<file path="config.mk">
export PLATFORM = sky130hd
export DESIGN_NAME = dac_core
export DESIGN_NICKNAME = d
export VERILOG_FILES = /design/src/logic/dac_pkg.sv /design/src/logic/dac_core.sv
export SDC_FILE = /design/constraint.sdc
export NUM_CORES = 1
export LEC_CHECK = 0
export BUFFER_PORTS_ARGS = -buffer_cell sky130_fd_sc_hd__buf_2
export CORE_AREA = 8 8 184 186
export CTS_CLUSTER_SIZE = 14
export DETAILED_ROUTE_END_ITERATION = 10
export DIE_AREA = 0 0 192 194
export GPL_ROUTABILITY_DRIVEN = 0
export GPL_TIMING_DRIVEN = 0
export HOLD_SLACK_MARGIN = 0.03
export PLACE_DENSITY = 0.83
export SLEW_MARGIN = 10
export SYNTH_ARGS = -nofsm -noshare
export SYNTH_HDL_FRONTEND = slang
export SYNTH_SLANG_ARGS = --single-unit
</file>
<file path="constraint.sdc">
create_clock -name core_clk -period 8.7 [get_ports core_clk]
set_clock_uncertainty 0.1 [all_clocks]
set_input_delay 1.305 -clock core_clk [delete_from_list [all_inputs] [get_ports core_clk]]
set_output_delay 1.305 -clock core_clk [all_outputs]
set_load 0.05 [all_outputs]
</file>
<file path="src/logic/dac_pkg.sv">
// Constants and types for the descriptor address check block.
// Assumes a single core clock domain; used by the block's module, its memory model and its testbench.
package dac_pkg;
  localparam int DAC_ADDR_W = 20;
  localparam int DAC_LEN_W = 20;
  localparam int DAC_IDX_W = 21;
  localparam int DAC_WORD_W = 48;
  localparam logic [20:0] DAC_IDX_ZERO = 21'h000000;
  localparam logic [19:0] DAC_ADDR_ZERO = 20'h00000;
  localparam logic [47:0] DAC_WORD_ZERO = 48'h000000000000;
  localparam logic [19:0] DAC_SP_RESET = 20'h00000;
  localparam logic [19:0] DAC_SP_STEP = 20'h00001;
  // Target occupancy codes: bit 1 = top, bit 0 = second, 2/3 forms below
  localparam logic [2:0] DAC_ADJ_00 = 3'h0;
  localparam logic [2:0] DAC_ADJ_01 = 3'h1;
  localparam logic [2:0] DAC_ADJ_10 = 3'h2;
  localparam logic [2:0] DAC_ADJ_11 = 3'h3;
  localparam logic [2:0] DAC_ADJ_02 = 3'h4;
  localparam logic [2:0] DAC_ADJ_12 = 3'h5;
  localparam logic [2:0] DAC_ADJ_13 = 3'h6;
  typedef enum logic [1:0] {
    DAC_REF_ARRAY = 2'h0,
    DAC_REF_SEGMENT = 2'h1,
    DAC_REF_LOCAL = 2'h2,
    DAC_REF_STACKBASE = 2'h3
  } dac_ref_e;
  typedef enum logic [1:0] {
    DAC_CAUSE_NONE = 2'h0,
    DAC_CAUSE_PRESENCE = 2'h1,
    DAC_CAUSE_INDEX = 2'h2,
    DAC_CAUSE_READONLY = 2'h3
  } dac_cause_e;
  typedef enum logic [1:0] {
    DAC_ST_IDLE = 2'h0,
    DAC_ST_ADJ = 2'h1,
    DAC_ST_MEM = 2'h2
  } dac_state_e;
endpackage

</file>
<file path="src/logic/dac_core.sv">
// Descriptor address check: stack adjust, address forming, protection.
// Assumes operator sequencer and memory on core_clk; memory acks in-domain.
`timescale 1ns/1ps
module dac_core
  import dac_pkg::*;
(
  // Clock and reset
  input wire logic core_clk,
  input wire logic rst,
  input wire logic clk_en,
  // Stack adjustment request and stack register state
  input wire logic adj_req,
  input wire logic [2:0] adj_target,
  input wire logic push_word_valid,
  input wire logic [DAC_WORD_W-1:0] push_word,
  output logic adj_busy,
  output logic op_stall,
  output logic top_reg_valid,
  output logic second_reg_valid,
  output logic [DAC_WORD_W-1:0] top_word,
  output logic [DAC_WORD_W-1:0] second_word,
  output logic [DAC_ADDR_W-1:0] stack_ptr,
  // Reference request
  input wire logic ref_req,
  input wire dac_ref_e ref_kind,
  input wire logic ref_store,
  input wire logic [DAC_ADDR_W-1:0] ref_addr,
  input wire logic [DAC_ADDR_W-1:0] display_base,
  input wire logic [DAC_ADDR_W-1:0] stack_base,
  input wire logic desc_present,
  input wire logic desc_indexed,
  input wire logic desc_double,
  input wire logic desc_readonly,
  input wire logic [DAC_LEN_W-1:0] desc_length,
  input wire logic [DAC_ADDR_W-1:0] master_addr,
  input wire logic index_req,
  input wire logic copy_req,
  input wire logic signed [DAC_IDX_W-1:0] index_val,
  // Reference result
  output logic ref_done,
  output logic [DAC_ADDR_W-1:0] abs_addr,
  output logic out_indexed,
  output logic [DAC_LEN_W-1:0] out_length,
  output logic out_copy,
  output logic [DAC_ADDR_W-1:0] out_addr,
  output logic intr,
  output dac_cause_e intr_cause,
  // Main memory
  output logic mem_req,
  output logic mem_we,
  output logic [DAC_ADDR_W-1:0] mem_addr,
  output logic [DAC_WORD_W-1:0] mem_wdata,
  input wire logic mem_ack,
  input wire logic [DAC_WORD_W-1:0] mem_rdata
);

  // ----------------------------------------
  // Stack adjustment decode
  // ----------------------------------------
  function automatic logic [1:0] dac_goal(input logic [2:0] t, input logic a, input logic b);
    logic [1:0] g;
    g = {a, b};
    unique case (t)
      DAC_ADJ_00: g = 2'h0;
      DAC_ADJ_01: g = 2'h1;
      DAC_ADJ_10: g = 2'h2;
      DAC_ADJ_11: g = 2'h3;
      DAC_ADJ_02: g = {1'b0, a | b};
      DAC_ADJ_12: g = {1'b1, a & b};
      DAC_ADJ_13: g = (a | b) ? {a, b} : 2'h2;
      default: g = {a, b};
    endcase
    return g;
  endfunction

  dac_state_e state_reg, state_next;
  logic [2:0] target_reg;
  logic a_reg, b_reg;
  logic [DAC_WORD_W-1:0] aw_reg, bw_reg;
  logic [DAC_ADDR_W-1:0] sp_reg;
  logic mreq_reg, mwe_reg;
  logic [DAC_ADDR_W-1:0] maddr_reg;
  logic [DAC_WORD_W-1:0] mwdata_reg;
  logic pend_in_reg;

  wire logic [1:0] goal = dac_goal(target_reg, a_reg, b_reg);
  wire logic at_goal = ({a_reg, b_reg} == goal) && !pend_in_reg;
  // Need to drop a register to memory: more valid than wanted, or room for incoming word
  wire logic need_down = (a_reg & b_reg & (pend_in_reg | (goal != 2'h3))) |
                         (b_reg & !a_reg & (goal == 2'h0)) |
                         (a_reg & !b_reg & (goal == 2'h0));
  // Lone top word moves into second without touching memory
  wire logic move_to_second = a_reg & !b_reg & !pend_in_reg & (goal == 2'h1);
  wire logic need_up = !need_down && !pend_in_reg && !move_to_second && (goal[1] & !a_reg | goal[0] & !b_reg);
  // Word sent on push-down: second if full, else the lone occupant
  wire logic [DAC_WORD_W-1:0] down_word = b_reg ? bw_reg : aw_reg;

  always_comb begin
    state_next = state_reg;
    unique case (state_reg)
      DAC_ST_IDLE: if (adj_req) state_next = DAC_ST_ADJ;
      DAC_ST_ADJ: if (at_goal) state_next = DAC_ST_IDLE;
                  else if (need_down | need_up) state_next = DAC_ST_MEM;
      DAC_ST_MEM: if (mem_ack) state_next = DAC_ST_ADJ;
      default: state_next = DAC_ST_IDLE;
    endcase
  end

  always_ff @(posedge core_clk) begin
    if (rst) begin
      state_reg <= DAC_ST_IDLE;
      target_reg <= DAC_ADJ_00;
      pend_in_reg <= 1'b0;
    end else if (clk_en) begin
      state_reg <= state_next;
      if (state_reg == DAC_ST_IDLE && adj_req) begin
        target_reg <= adj_target;
        pend_in_reg <= push_word_valid;
      end else if (state_reg == DAC_ST_ADJ && pend_in_reg && !(a_reg & b_reg)) begin
        pend_in_reg <= 1'b0;
      end
    end
  end

  // ----------------------------------------
  // Occupancy flags, registers, stack pointer
  // ----------------------------------------
  always_ff @(posedge core_clk) begin
    if (rst) begin
      a_reg <= 1'b0;
      b_reg <= 1'b0;
      aw_reg <= DAC_WORD_ZERO;
      bw_reg <= DAC_WORD_ZERO;
      sp_reg <= DAC_SP_RESET;
      mreq_reg <= 1'b0;
      mwe_reg <= 1'b0;
      maddr_reg <= DAC_ADDR_ZERO;
      mwdata_reg <= DAC_WORD_ZERO;
    end else if (clk_en) begin
      if (state_reg == DAC_ST_ADJ && !at_goal) begin
        if (pend_in_reg && !(a_reg & b_reg)) begin
          // Incoming word becomes top, old top slides to second
          aw_reg <= push_word;
          a_reg <= 1'b1;
          if (a_reg) begin
            bw_reg <= aw_reg;
            b_reg <= 1'b1;
          end
        end else if (move_to_second) begin
          bw_reg <= aw_reg;
          b_reg <= 1'b1;
          a_reg <= 1'b0;
        end else if (need_down) begin
          mreq_reg <= 1'b1;
          mwe_reg <= 1'b1;
          maddr_reg <= sp_reg + DAC_SP_STEP;
          mwdata_reg <= down_word;
        end else if (need_up) begin
          mreq_reg <= 1'b1;
          mwe_reg <= 1'b0;
          maddr_reg <= sp_reg;
        end
      end else if (state_reg == DAC_ST_MEM && mem_ack) begin
        mreq_reg <= 1'b0;
        if (mwe_reg) begin
          sp_reg <= sp_reg + DAC_SP_STEP;
          if (b_reg) begin
            b_reg <= 1'b0;
          end else begin
            a_reg <= 1'b0;
          end
          if (a_reg & b_reg) begin
            bw_reg <= aw_reg;
            b_reg <= 1'b1;
            a_reg <= 1'b0;
          end
        end else begin
          sp_reg <= sp_reg - DAC_SP_STEP;
          if (goal[0] & !b_reg) begin
            bw_reg <= mem_rdata;
            b_reg <= 1'b1;
          end else if (b_reg) begin
            aw_reg <= bw_reg;
            a_reg <= 1'b1;
            bw_reg <= mem_rdata;
          end else begin
            aw_reg <= mem_rdata;
            a_reg <= 1'b1;
          end
        end
      end
    end
  end

  // Stall held from request until the target occupancy is reached
  wire logic busy_next = (state_next != DAC_ST_IDLE);
  logic busy_reg;
  always_ff @(posedge core_clk) begin
    if (rst) begin
      busy_reg <= 1'b0;
    end else if (clk_en) begin
      busy_reg <= busy_next;
    end
  end

  // ----------------------------------------
  // Reference checking and address forming
  // ----------------------------------------
  wire logic is_locator = (ref_kind == DAC_REF_ARRAY) || (ref_kind == DAC_REF_SEGMENT);
  wire logic signed [DAC_IDX_W:0] idx_scaled = desc_double ? (DAC_IDX_W+1)'(index_val) <<< 1
                                                          : (DAC_IDX_W+1)'(index_val);
  wire logic idx_neg = idx_scaled < 0;
  wire logic idx_over = !idx_neg && (idx_scaled > $signed({2'b00, desc_length}));
  wire logic idx_bad = index_req && (idx_neg || idx_over);
  wire logic absent = is_locator && !desc_present && !copy_req;
  wire logic ro_block = is_locator && ref_store && desc_readonly;
  wire logic [DAC_ADDR_W-1:0] idx_field = idx_scaled[DAC_ADDR_W-1:0];
  wire logic [DAC_ADDR_W-1:0] rel_sum_local = display_base + ref_addr;
  wire logic [DAC_ADDR_W-1:0] rel_sum_base = stack_base + ref_addr;
  // Absolute locator address: an index request adds the index field, else an indexed descriptor adds its length field
  wire logic [DAC_ADDR_W-1:0] loc_addr = (desc_indexed || index_req) ? ref_addr + (index_req ? idx_field
                                         : desc_length) : ref_addr;
  wire dac_cause_e cause_w = absent ? DAC_CAUSE_PRESENCE :
                             idx_bad ? DAC_CAUSE_INDEX :
                             ro_block ? DAC_CAUSE_READONLY : DAC_CAUSE_NONE;
  wire logic [DAC_ADDR_W-1:0] addr_w = (ref_kind == DAC_REF_LOCAL) ? rel_sum_local :
                                       (ref_kind == DAC_REF_STACKBASE) ? rel_sum_base : loc_addr;

  logic done_reg, intr_reg, idxo_reg, copy_reg;
  dac_cause_e cause_reg;
  logic [DAC_ADDR_W-1:0] abs_reg, oaddr_reg;
  logic [DAC_LEN_W-1:0] olen_reg;
  always_ff @(posedge core_clk) begin
    if (rst) begin
      done_reg <= 1'b0;
      intr_reg <= 1'b0;
      cause_reg <= DAC_CAUSE_NONE;
      abs_reg <= DAC_ADDR_ZERO;
      idxo_reg <= 1'b0;
      olen_reg <= DAC_ADDR_ZERO;
      copy_reg <= 1'b0;
      oaddr_reg <= DAC_ADDR_ZERO;
    end else if (clk_en) begin
      done_reg <= ref_req && !busy_reg;
      intr_reg <= ref_req && !busy_reg && (cause_w != DAC_CAUSE_NONE);
      if (ref_req && !busy_reg) begin
        cause_reg <= cause_w;
        abs_reg <= (cause_w == DAC_CAUSE_NONE) ? addr_w : DAC_ADDR_ZERO;
        idxo_reg <= desc_indexed | (index_req & !idx_bad);
        olen_reg <= (index_req && !idx_bad) ? idx_field : desc_length;
        copy_reg <= copy_req && !desc_present;
        oaddr_reg <= (copy_req && !desc_present) ? master_addr : ref_addr;
      end
    end
  end

  assign adj_busy = busy_reg;
  assign op_stall = busy_reg;
  assign top_reg_valid = a_reg;
  assign second_reg_valid = b_reg;
  assign top_word = aw_reg;
  assign second_word = bw_reg;
  assign stack_ptr = sp_reg;
  assign ref_done = done_reg;
  assign abs_addr = abs_reg;
  assign out_indexed = idxo_reg;
  assign out_length = olen_reg;
  assign out_copy = copy_reg;
  assign out_addr = oaddr_reg;
  assign intr = intr_reg;
  assign intr_cause = cause_reg;
  assign mem_req = mreq_reg;
  assign mem_we = mwe_reg;
  assign mem_addr = maddr_reg;
  assign mem_wdata = mwdata_reg;

  // ----------------------------------------
  // Checks
  // ----------------------------------------
  property p_stall_adj;
    @(posedge core_clk) disable iff (rst)
      (clk_en && state_reg == DAC_ST_IDLE && adj_req) |=> op_stall;
  endproperty
  a_stall_adj: assert property (p_stall_adj) else $error("stall missing during adjust");

  property p_presence;
    @(posedge core_clk) disable iff (rst)
      (clk_en && ref_req && !busy_reg && absent) |=> (intr && intr_cause == DAC_CAUSE_PRESENCE);
  endproperty
  a_presence: assert property (p_presence) else $error("presence interrupt missing");

  property p_index_bad;
    @(posedge core_clk) disable iff (rst)
      (clk_en && ref_req && !busy_reg && !absent && index_req && idx_neg) |=> (intr && intr_cause == DAC_CAUSE_INDEX);
  endproperty
  a_index_bad: assert property (p_index_bad) else $error("negative index accepted");

  property p_index_ok;
    @(posedge core_clk) disable iff (rst)
      (clk_en && ref_req && !busy_reg && index_req && !idx_bad) |=> (out_indexed && out_length == $past(idx_field));
  endproperty
  a_index_ok: assert property (p_index_ok) else $error("valid index not recorded");

  property p_readonly;
    @(posedge core_clk) disable iff (rst)
      (clk_en && ref_req && !busy_reg && ro_block && !absent && !idx_bad) |=> (intr && intr_cause == DAC_CAUSE_READONLY);
  endproperty
  a_readonly: assert property (p_readonly) else $error("read-only store not blocked");

  property p_copy;
    @(posedge core_clk) disable iff (rst)
      (clk_en && ref_req && !busy_reg && copy_req && !desc_present) |=> (out_copy && out_addr == $past(master_addr));
  endproperty
  a_copy: assert property (p_copy) else $error("copy link wrong");

  property p_local;
    @(posedge core_clk) disable iff (rst)
      (clk_en && ref_req && !busy_reg && ref_kind == DAC_REF_LOCAL) |=> (abs_addr == $past(rel_sum_local));
  endproperty
  a_local: assert property (p_local) else $error("local address wrong");

  property p_push_down;
    @(posedge core_clk) disable iff (rst)
      (clk_en && mem_ack && state_reg == DAC_ST_MEM && mem_we) |=> (stack_ptr == $past(sp_reg) + DAC_SP_STEP);
  endproperty
  a_push_down: assert property (p_push_down) else $error("stack pointer not advanced");

  c_adjust: cover property (@(posedge core_clk) disable iff (rst) op_stall ##1 !op_stall);
  c_pres: cover property (@(posedge core_clk) disable iff (rst) intr && intr_cause == DAC_CAUSE_PRESENCE);
  c_idx: cover property (@(posedge core_clk) disable iff (rst) ref_done && out_indexed && !intr);
  c_mem: cover property (@(posedge core_clk) disable iff (rst) mem_req && mem_we);

endmodule

</file>
==> Word-level counts from Yosys, hierarchy flattened <==
Index checks and enable logic that the tools add are counted.
{ "word_totals": {"output_inout_bits": 256, "elab_cells": 195, "reg_bits": 261, "inputBits": 236} }
{ "op_classes": {"mux": 63, "reduce_logical": 58, "n_eq_ne": 25, "bitwise": 21, "add_sub_neg": 5, "order_cmp": 2} }
{ "op_table": {"columns": ["op", "count"], "rows": [
  ["48-bit two-way mux", 16],
  ["20-bit two-way mux", 10],
  ["20-bit adder", 3],
  ["5-bit AND reduction", 6],
  ["1-bit two-way mux", 26],
  ["22-bit by 21-bit greater-than comparator with 1-bit output", 1],
  ["22-bit by 1-bit < comparator with 1-bit output (second input constant)", 1],
  ["21-bit two-way mux", 1],
  ["20-bit by 1-bit adder with 20-bit output (second input constant)", 1],
  ["1-bit logical AND", 20],
  ["20-bit by 1-bit subtractor with 20-bit output (second input constant)", 1],
  ["2-bit two-way mux", 8],
  ["2-bit case mux with 7 select lines", 1],
  ["1-bit zero test", 12],
  ["1-bit AND", 11],
  ["2-bit nonzero test", 5],
  ["3-bit == test (second input constant)", 3],
  ["3-bit != test (second input constant)", 3],
  ["2-bit zero test", 4],
  ["2-bit != test (second input constant)", 4],
  ["1-bit OR", 7],
  ["2-bit by 1-bit == test with 1-bit output (second input constant)", 3],
  ["2-bit == test (second input constant)", 3],
  ["3-bit by 2-bit == test with 1-bit output (second input constant)", 2],
  ["other kinds (15)", 22]
]} }

==> Logic depth before layout (Yosys ltp) <==
{ "logic_depth": {"depth_word": 17, "ltp_mapped": 17, "depth_no_buf": 14} }

==> Worst setup path before layout <==
Ideal clock, no wire load.
{ "synth_path": {"kind": "input port to flip-flop", "startpoint": "input desc_double", "endpoint": "register abs_reg[17], in the netlist abs_addr[17]", "slack_ns": 3.853, "required_ns": 8.531, "n_path_buf": 3, "cell_stages": 14, "setup_ns": 0.069, "arrival_time_ns": 4.678, "path_cell_list": "buf_1 > clkbuf_1 > mux2i_1 > inv_1 > ha_1 > a21o_1 > a21o_1 > a211o_1 > o311ai_1 > nand2_1 > nor3_1 > buf_2 > o21ai_0 > o21ai_1"} }
{ "synth_via": {"elab_chain_len": 10, "word_cells_on_any_way": 16, "cone_classes": "1 x add/sub; 2 x order compare; 8 x mux; 5 x reduce/logical"} }
{ "synth_rtl": {"columns": ["element", "line", "rtl"], "rows": [
  ["from (decl)", "dac_core.sv:32", "input wire logic desc_double,"],
  ["21-bit two-way mux (*)", "dac_core.sv:210", "wire logic signed [DAC_IDX_W:0] idx_scaled = desc_double ? (DAC_IDX_W+1)'(index_val) <<< 1"],
  ["22-bit by 1-bit < comparator with 1-bit output", "dac_core.sv:212", "wire logic idx_neg = idx_scaled < 0;"],
  ["1-bit zero test", "dac_core.sv:213", "wire logic idx_over = !idx_neg && (idx_scaled > $signed({2'b00, desc_length}));"],
  ["1-bit logical AND", "dac_core.sv:213", null],
  ["1-bit logical OR", "dac_core.sv:214", "wire logic idx_bad = index_req && (idx_neg || idx_over);"],
  ["1-bit logical AND", "dac_core.sv:214", null],
  ["2-bit two-way mux", "dac_core.sv:224", "idx_bad ? DAC_CAUSE_INDEX :"],
  ["2-bit two-way mux", "dac_core.sv:223", "wire dac_cause_e cause_w = absent ? DAC_CAUSE_PRESENCE :"],
  ["2-bit zero test", "dac_core.sv:248", "abs_reg <= (cause_w == DAC_CAUSE_NONE) ? addr_w : DAC_ADDR_ZERO;"],
  ["20-bit two-way mux (*)", "dac_core.sv:248", null],
  ["to (signal assigned)", "dac_core.sv:248", null],
  ["to (decl)", "dac_core.sv:231", "logic [DAC_ADDR_W-1:0] abs_reg, oaddr_reg;"]
]} }
Every way passes the cells marked *; elsewhere a longest branch is shown, timed or not.
A chain may end at the register's enable or synchronous reset.

==> Final worst setup path <==
{ "layout_path": {"startpoint": "input desc_double", "endpoint": "register abs_reg[12], in the netlist abs_addr[12]"} }
The elaborated chain is that of the path after synthesis.

==> results.cfg <==
[synth]
synthXorXnorAreaFrac_pct = 4.34
synth-simple-area-share_pct = 16.5
ys.flop_type = dfxtp_1
ys_ff_latch = 261
async_reset_ff_share_pct = 0
synth_top_family_by_area = compound AO/OA/AOI/OAI gates
ys_seq_area_share_pct = 31.9
synth_edf_count = 0
yosys_warnings = 0
synth_nets = 2354
netlist_instances = 2034
synth_compound_area_share_pct = 23.5
synthMuxAreaShare_pct = 12.0
synth_cell_types = 77
syn_avg_cell_area_um2 = 8.04
syn_area_um2 = 16400
synthAdderAreaFrac_pct = 6.56

[critical_path]
rr_worst_depth = 16
worst-path-buf-inv = 5
required_ns = 9.09
crit_fanout = 10
startpoint_type = primary input
cpLargestDelayFamily = compound AO/OA/AOI/OAI gates
worstSetupEndpointType = register
worstPathCellList = buf_2 -> buf_1 -> clkbuf_1 -> mux2i_1 -> inv_1 -> ha_1 -> a21o_1 -> a21o_1 -> a211o_1 -> o311ai_1 -> nand2_1 -> nor3_1 -> buf_2 -> o2111ai_1 -> nand3_1
r2r_end = mem_wdata[32]
r2r_slack_ns = 2.96
slowest_stage = o311ai_1
worstReg2RegStart = second_reg_valid
cpPeakStageDelay_ns = 0.84
arrival_ns = 6.18
criticalPathCategory = primary input to register

[clock_tree]
cts_made_buffers = 28
cts-root-buf = clkbuf_16
clock_sinks = 261
cts_resized = 0
clk_latency_ns = 0.56
tritoncts = yes
cts_setup_buffers = 0
cts_hold_buffers = 0
clockBufferDepth = 3
clk_pin_slew_worst_paths_ns = 0.06
htree_levels = 1

[drt]
wl_mm = 66.3
ant_nets = 0
wl_per_cell_um = 22.2
vias = 18392
first_iter_violations = 1652
vias_per_cell = 6.15
drt_pass1_iterations = 6
drc = 0

[die]
die_x_um = 192
num_rows = 65
pin_count = 492
dieArea_um2 = 37200
fp.coreArea_um2 = 31100
initial_core_util_pct = 52.7
die_y_um = 194

[global_routing]
grt-ovfl-total = 0
track_usage_pct = 33.1
first_global_vias = 17772
grt_pass1_wl_mm = 99.2
antenna_found_initial = 20
grt_max_degree = 16

[placed_design]
io_buffer_count = 486
place_ws_ns = 2.58
hpwlAfterDp_mm = 52.2
dp.cells = 2922

[finish]
layout.nets = 2870
synthToLayoutAreaGrowth_pct = 24.5
final_common_cell = buf_2
fin_cells = 2989
drive_above_1_share_pct = 22.0
final_util_pct = 65.6
layout_common_cells = 500 x buf_2, 341 x nor2_1, 261 x dfxtp_1

[timing]
worst_slew_pin_slew_ns = 1.07
setup_tns_ns = 0
slew_violations = 0
rsz0062_at_grt = no
setup_viol_count_final = 0
setup_ws_ns = 2.91
fmax_mhz = 173
period_share_pct = 66.6
hold_violations = 0
slew_headroom_pct = 27.9
fin_crit_ns = 5.79

[hold_path]
whs_endpoint = out_length[16]
min-delay-start = out_length[16]
min_path_cells = 2
hp-class = register to register

[power_and_ir_drop]
ir_drop_mv = 0.153
leakagePower_nw = 9.00
cellPowerDensity_nw_per_um2 = 160

[run]
cap_violations = 0

[status]
status = completed
[per-layer routing]
| layer | GRT usage (%) | wire length, µm | part of all wire [%] |
|---|---|---|---|
| met3 | 8.15 | 7090 | 11 |
| met1 | 38.5 | 24400 | 37 |
| met2 | 55.5 | 31000 | 47 |
| met5 | 0 | 101 | 0.15 |
| met4 | 17.2 | 3620 | 5.5 |
[how the worst max path moves through the flow]
stage / start / to / cells past startpoint
global route: desc_double / abs_addr[12] / 15
CTS: desc_double / abs_addr[12] / 15
detailed placement: desc_double / abs_addr[17] / 15
floorplan: desc_double / abs_addr[17] / 14
finish: desc_double / abs_addr[12] / 15
global placement: desc_double / abs_addr[17] / 15
[report_power, final]
part | total (mW) | switching [mW] | internal [mW]
Clock | 1.34 | 0.525 | 0.814
Sequential | 1.24 | 0.0173 | 1.22
Combinational | 0.686 | 0.442 | 0.244
Total | 3.26 | 0.984 | 2.28
[kinds of logic (layout without fill, tap and decap cells)]
kind of cell / after synthesis / count (layout)
AO/OA/AOI/OAI: 577 / 577
XOR/XNOR: 81 / 81
adder cells (fa/ha/maj): 84 / 84
buffers and inverters: 215 / 753
flip-flops: 261 / 261
multiplexers: 196 / 196
other: 0 / 15
AND/OR/NAND/NOR: 620 / 620
[per-stage QoR]
stage | instance area (µm²) | hold slack [ns] | total power, mW
after detailed placement | 19300 | 0.344 | 1.93
final | 20400 | 0.352 | 3.26
after floorplan | 16400 | 0.398 | 1.71
after global routing | 20400 | 0.377 | 3.37
after global placement | 19300 | 0.339 | 1.91
after CTS | 20300 | 0.353 | 3.25
[cell usage after synthesis, drive strengths merged (4+ instances only)]
library cell | number | share of area [%]
buf | 25 | 0.80
o21a | 6 | 0.28
a211o | 4 | 0.21
dfxtp | 261 | 32
and3 | 12 | 0.46
clkbuf | 125 | 2.9
a32oi | 4 | 0.21
a21boi | 5 | 0.23
o22ai | 5 | 0.19
nand2b | 9 | 0.34
nand2 | 133 | 3.1
xor2 | 31 | 1.7
nor4 | 5 | 0.19
o21bai | 7 | 0.32
o211ai | 35 | 1.6
a211oi | 193 | 8.9
inv | 65 | 1.5
a22oi | 6 | 0.28
and2 | 7 | 0.27
a32o | 5 | 0.31
o21ai | 50 | 1.5
xnor2 | 50 | 2.7
a21oi | 170 | 5.2
a31oi | 9 | 0.34
a21o | 29 | 1.3
o41ai | 5 | 0.27
nor3 | 20 | 0.68
a2111oi | 6 | 0.32
nand3 | 33 | 1.0
nand4 | 18 | 0.69
ha | 81 | 6.2
nor2b | 9 | 0.34
o31ai | 6 | 0.28
nor2 | 342 | 7.9
or3 | 14 | 0.60
mux2i | 195 | 12
[layout make-up]
| cell class | instances | area (µm²) |
|---|---|---|
| Buffer | 150 | 601 |
| Timing Repair Buffer | 486 | 2430 |
| Antenna cell | 15 | 37.5 |
| Inverter | 65 | 244 |
| Clock buffer | 37 | 785 |
| Clock inverter | 15 | 253 |
| Multi-Input combinational cell | 1558 | 10300 |
| Tap cell | 402 | 503 |
| Sequential cell | 261 | 5230 |
| Fill cell | 2648 | 10700 |
[worst reg2reg max path, delay by kind of cell (launching register included)]
| family | cells | cell delay [ns] |
|---|---|---|
| AOI/OAI and AO/OA | 4 | 0.77 |
| buffers and inverters | 6 | 2.85 |
| adders and majority gates | 1 | 0.28 |
| DFF | 1 | 0.32 |
| and+or+nand+nor | 5 | 1.29 |
Power figures use the tool's default switching activity.
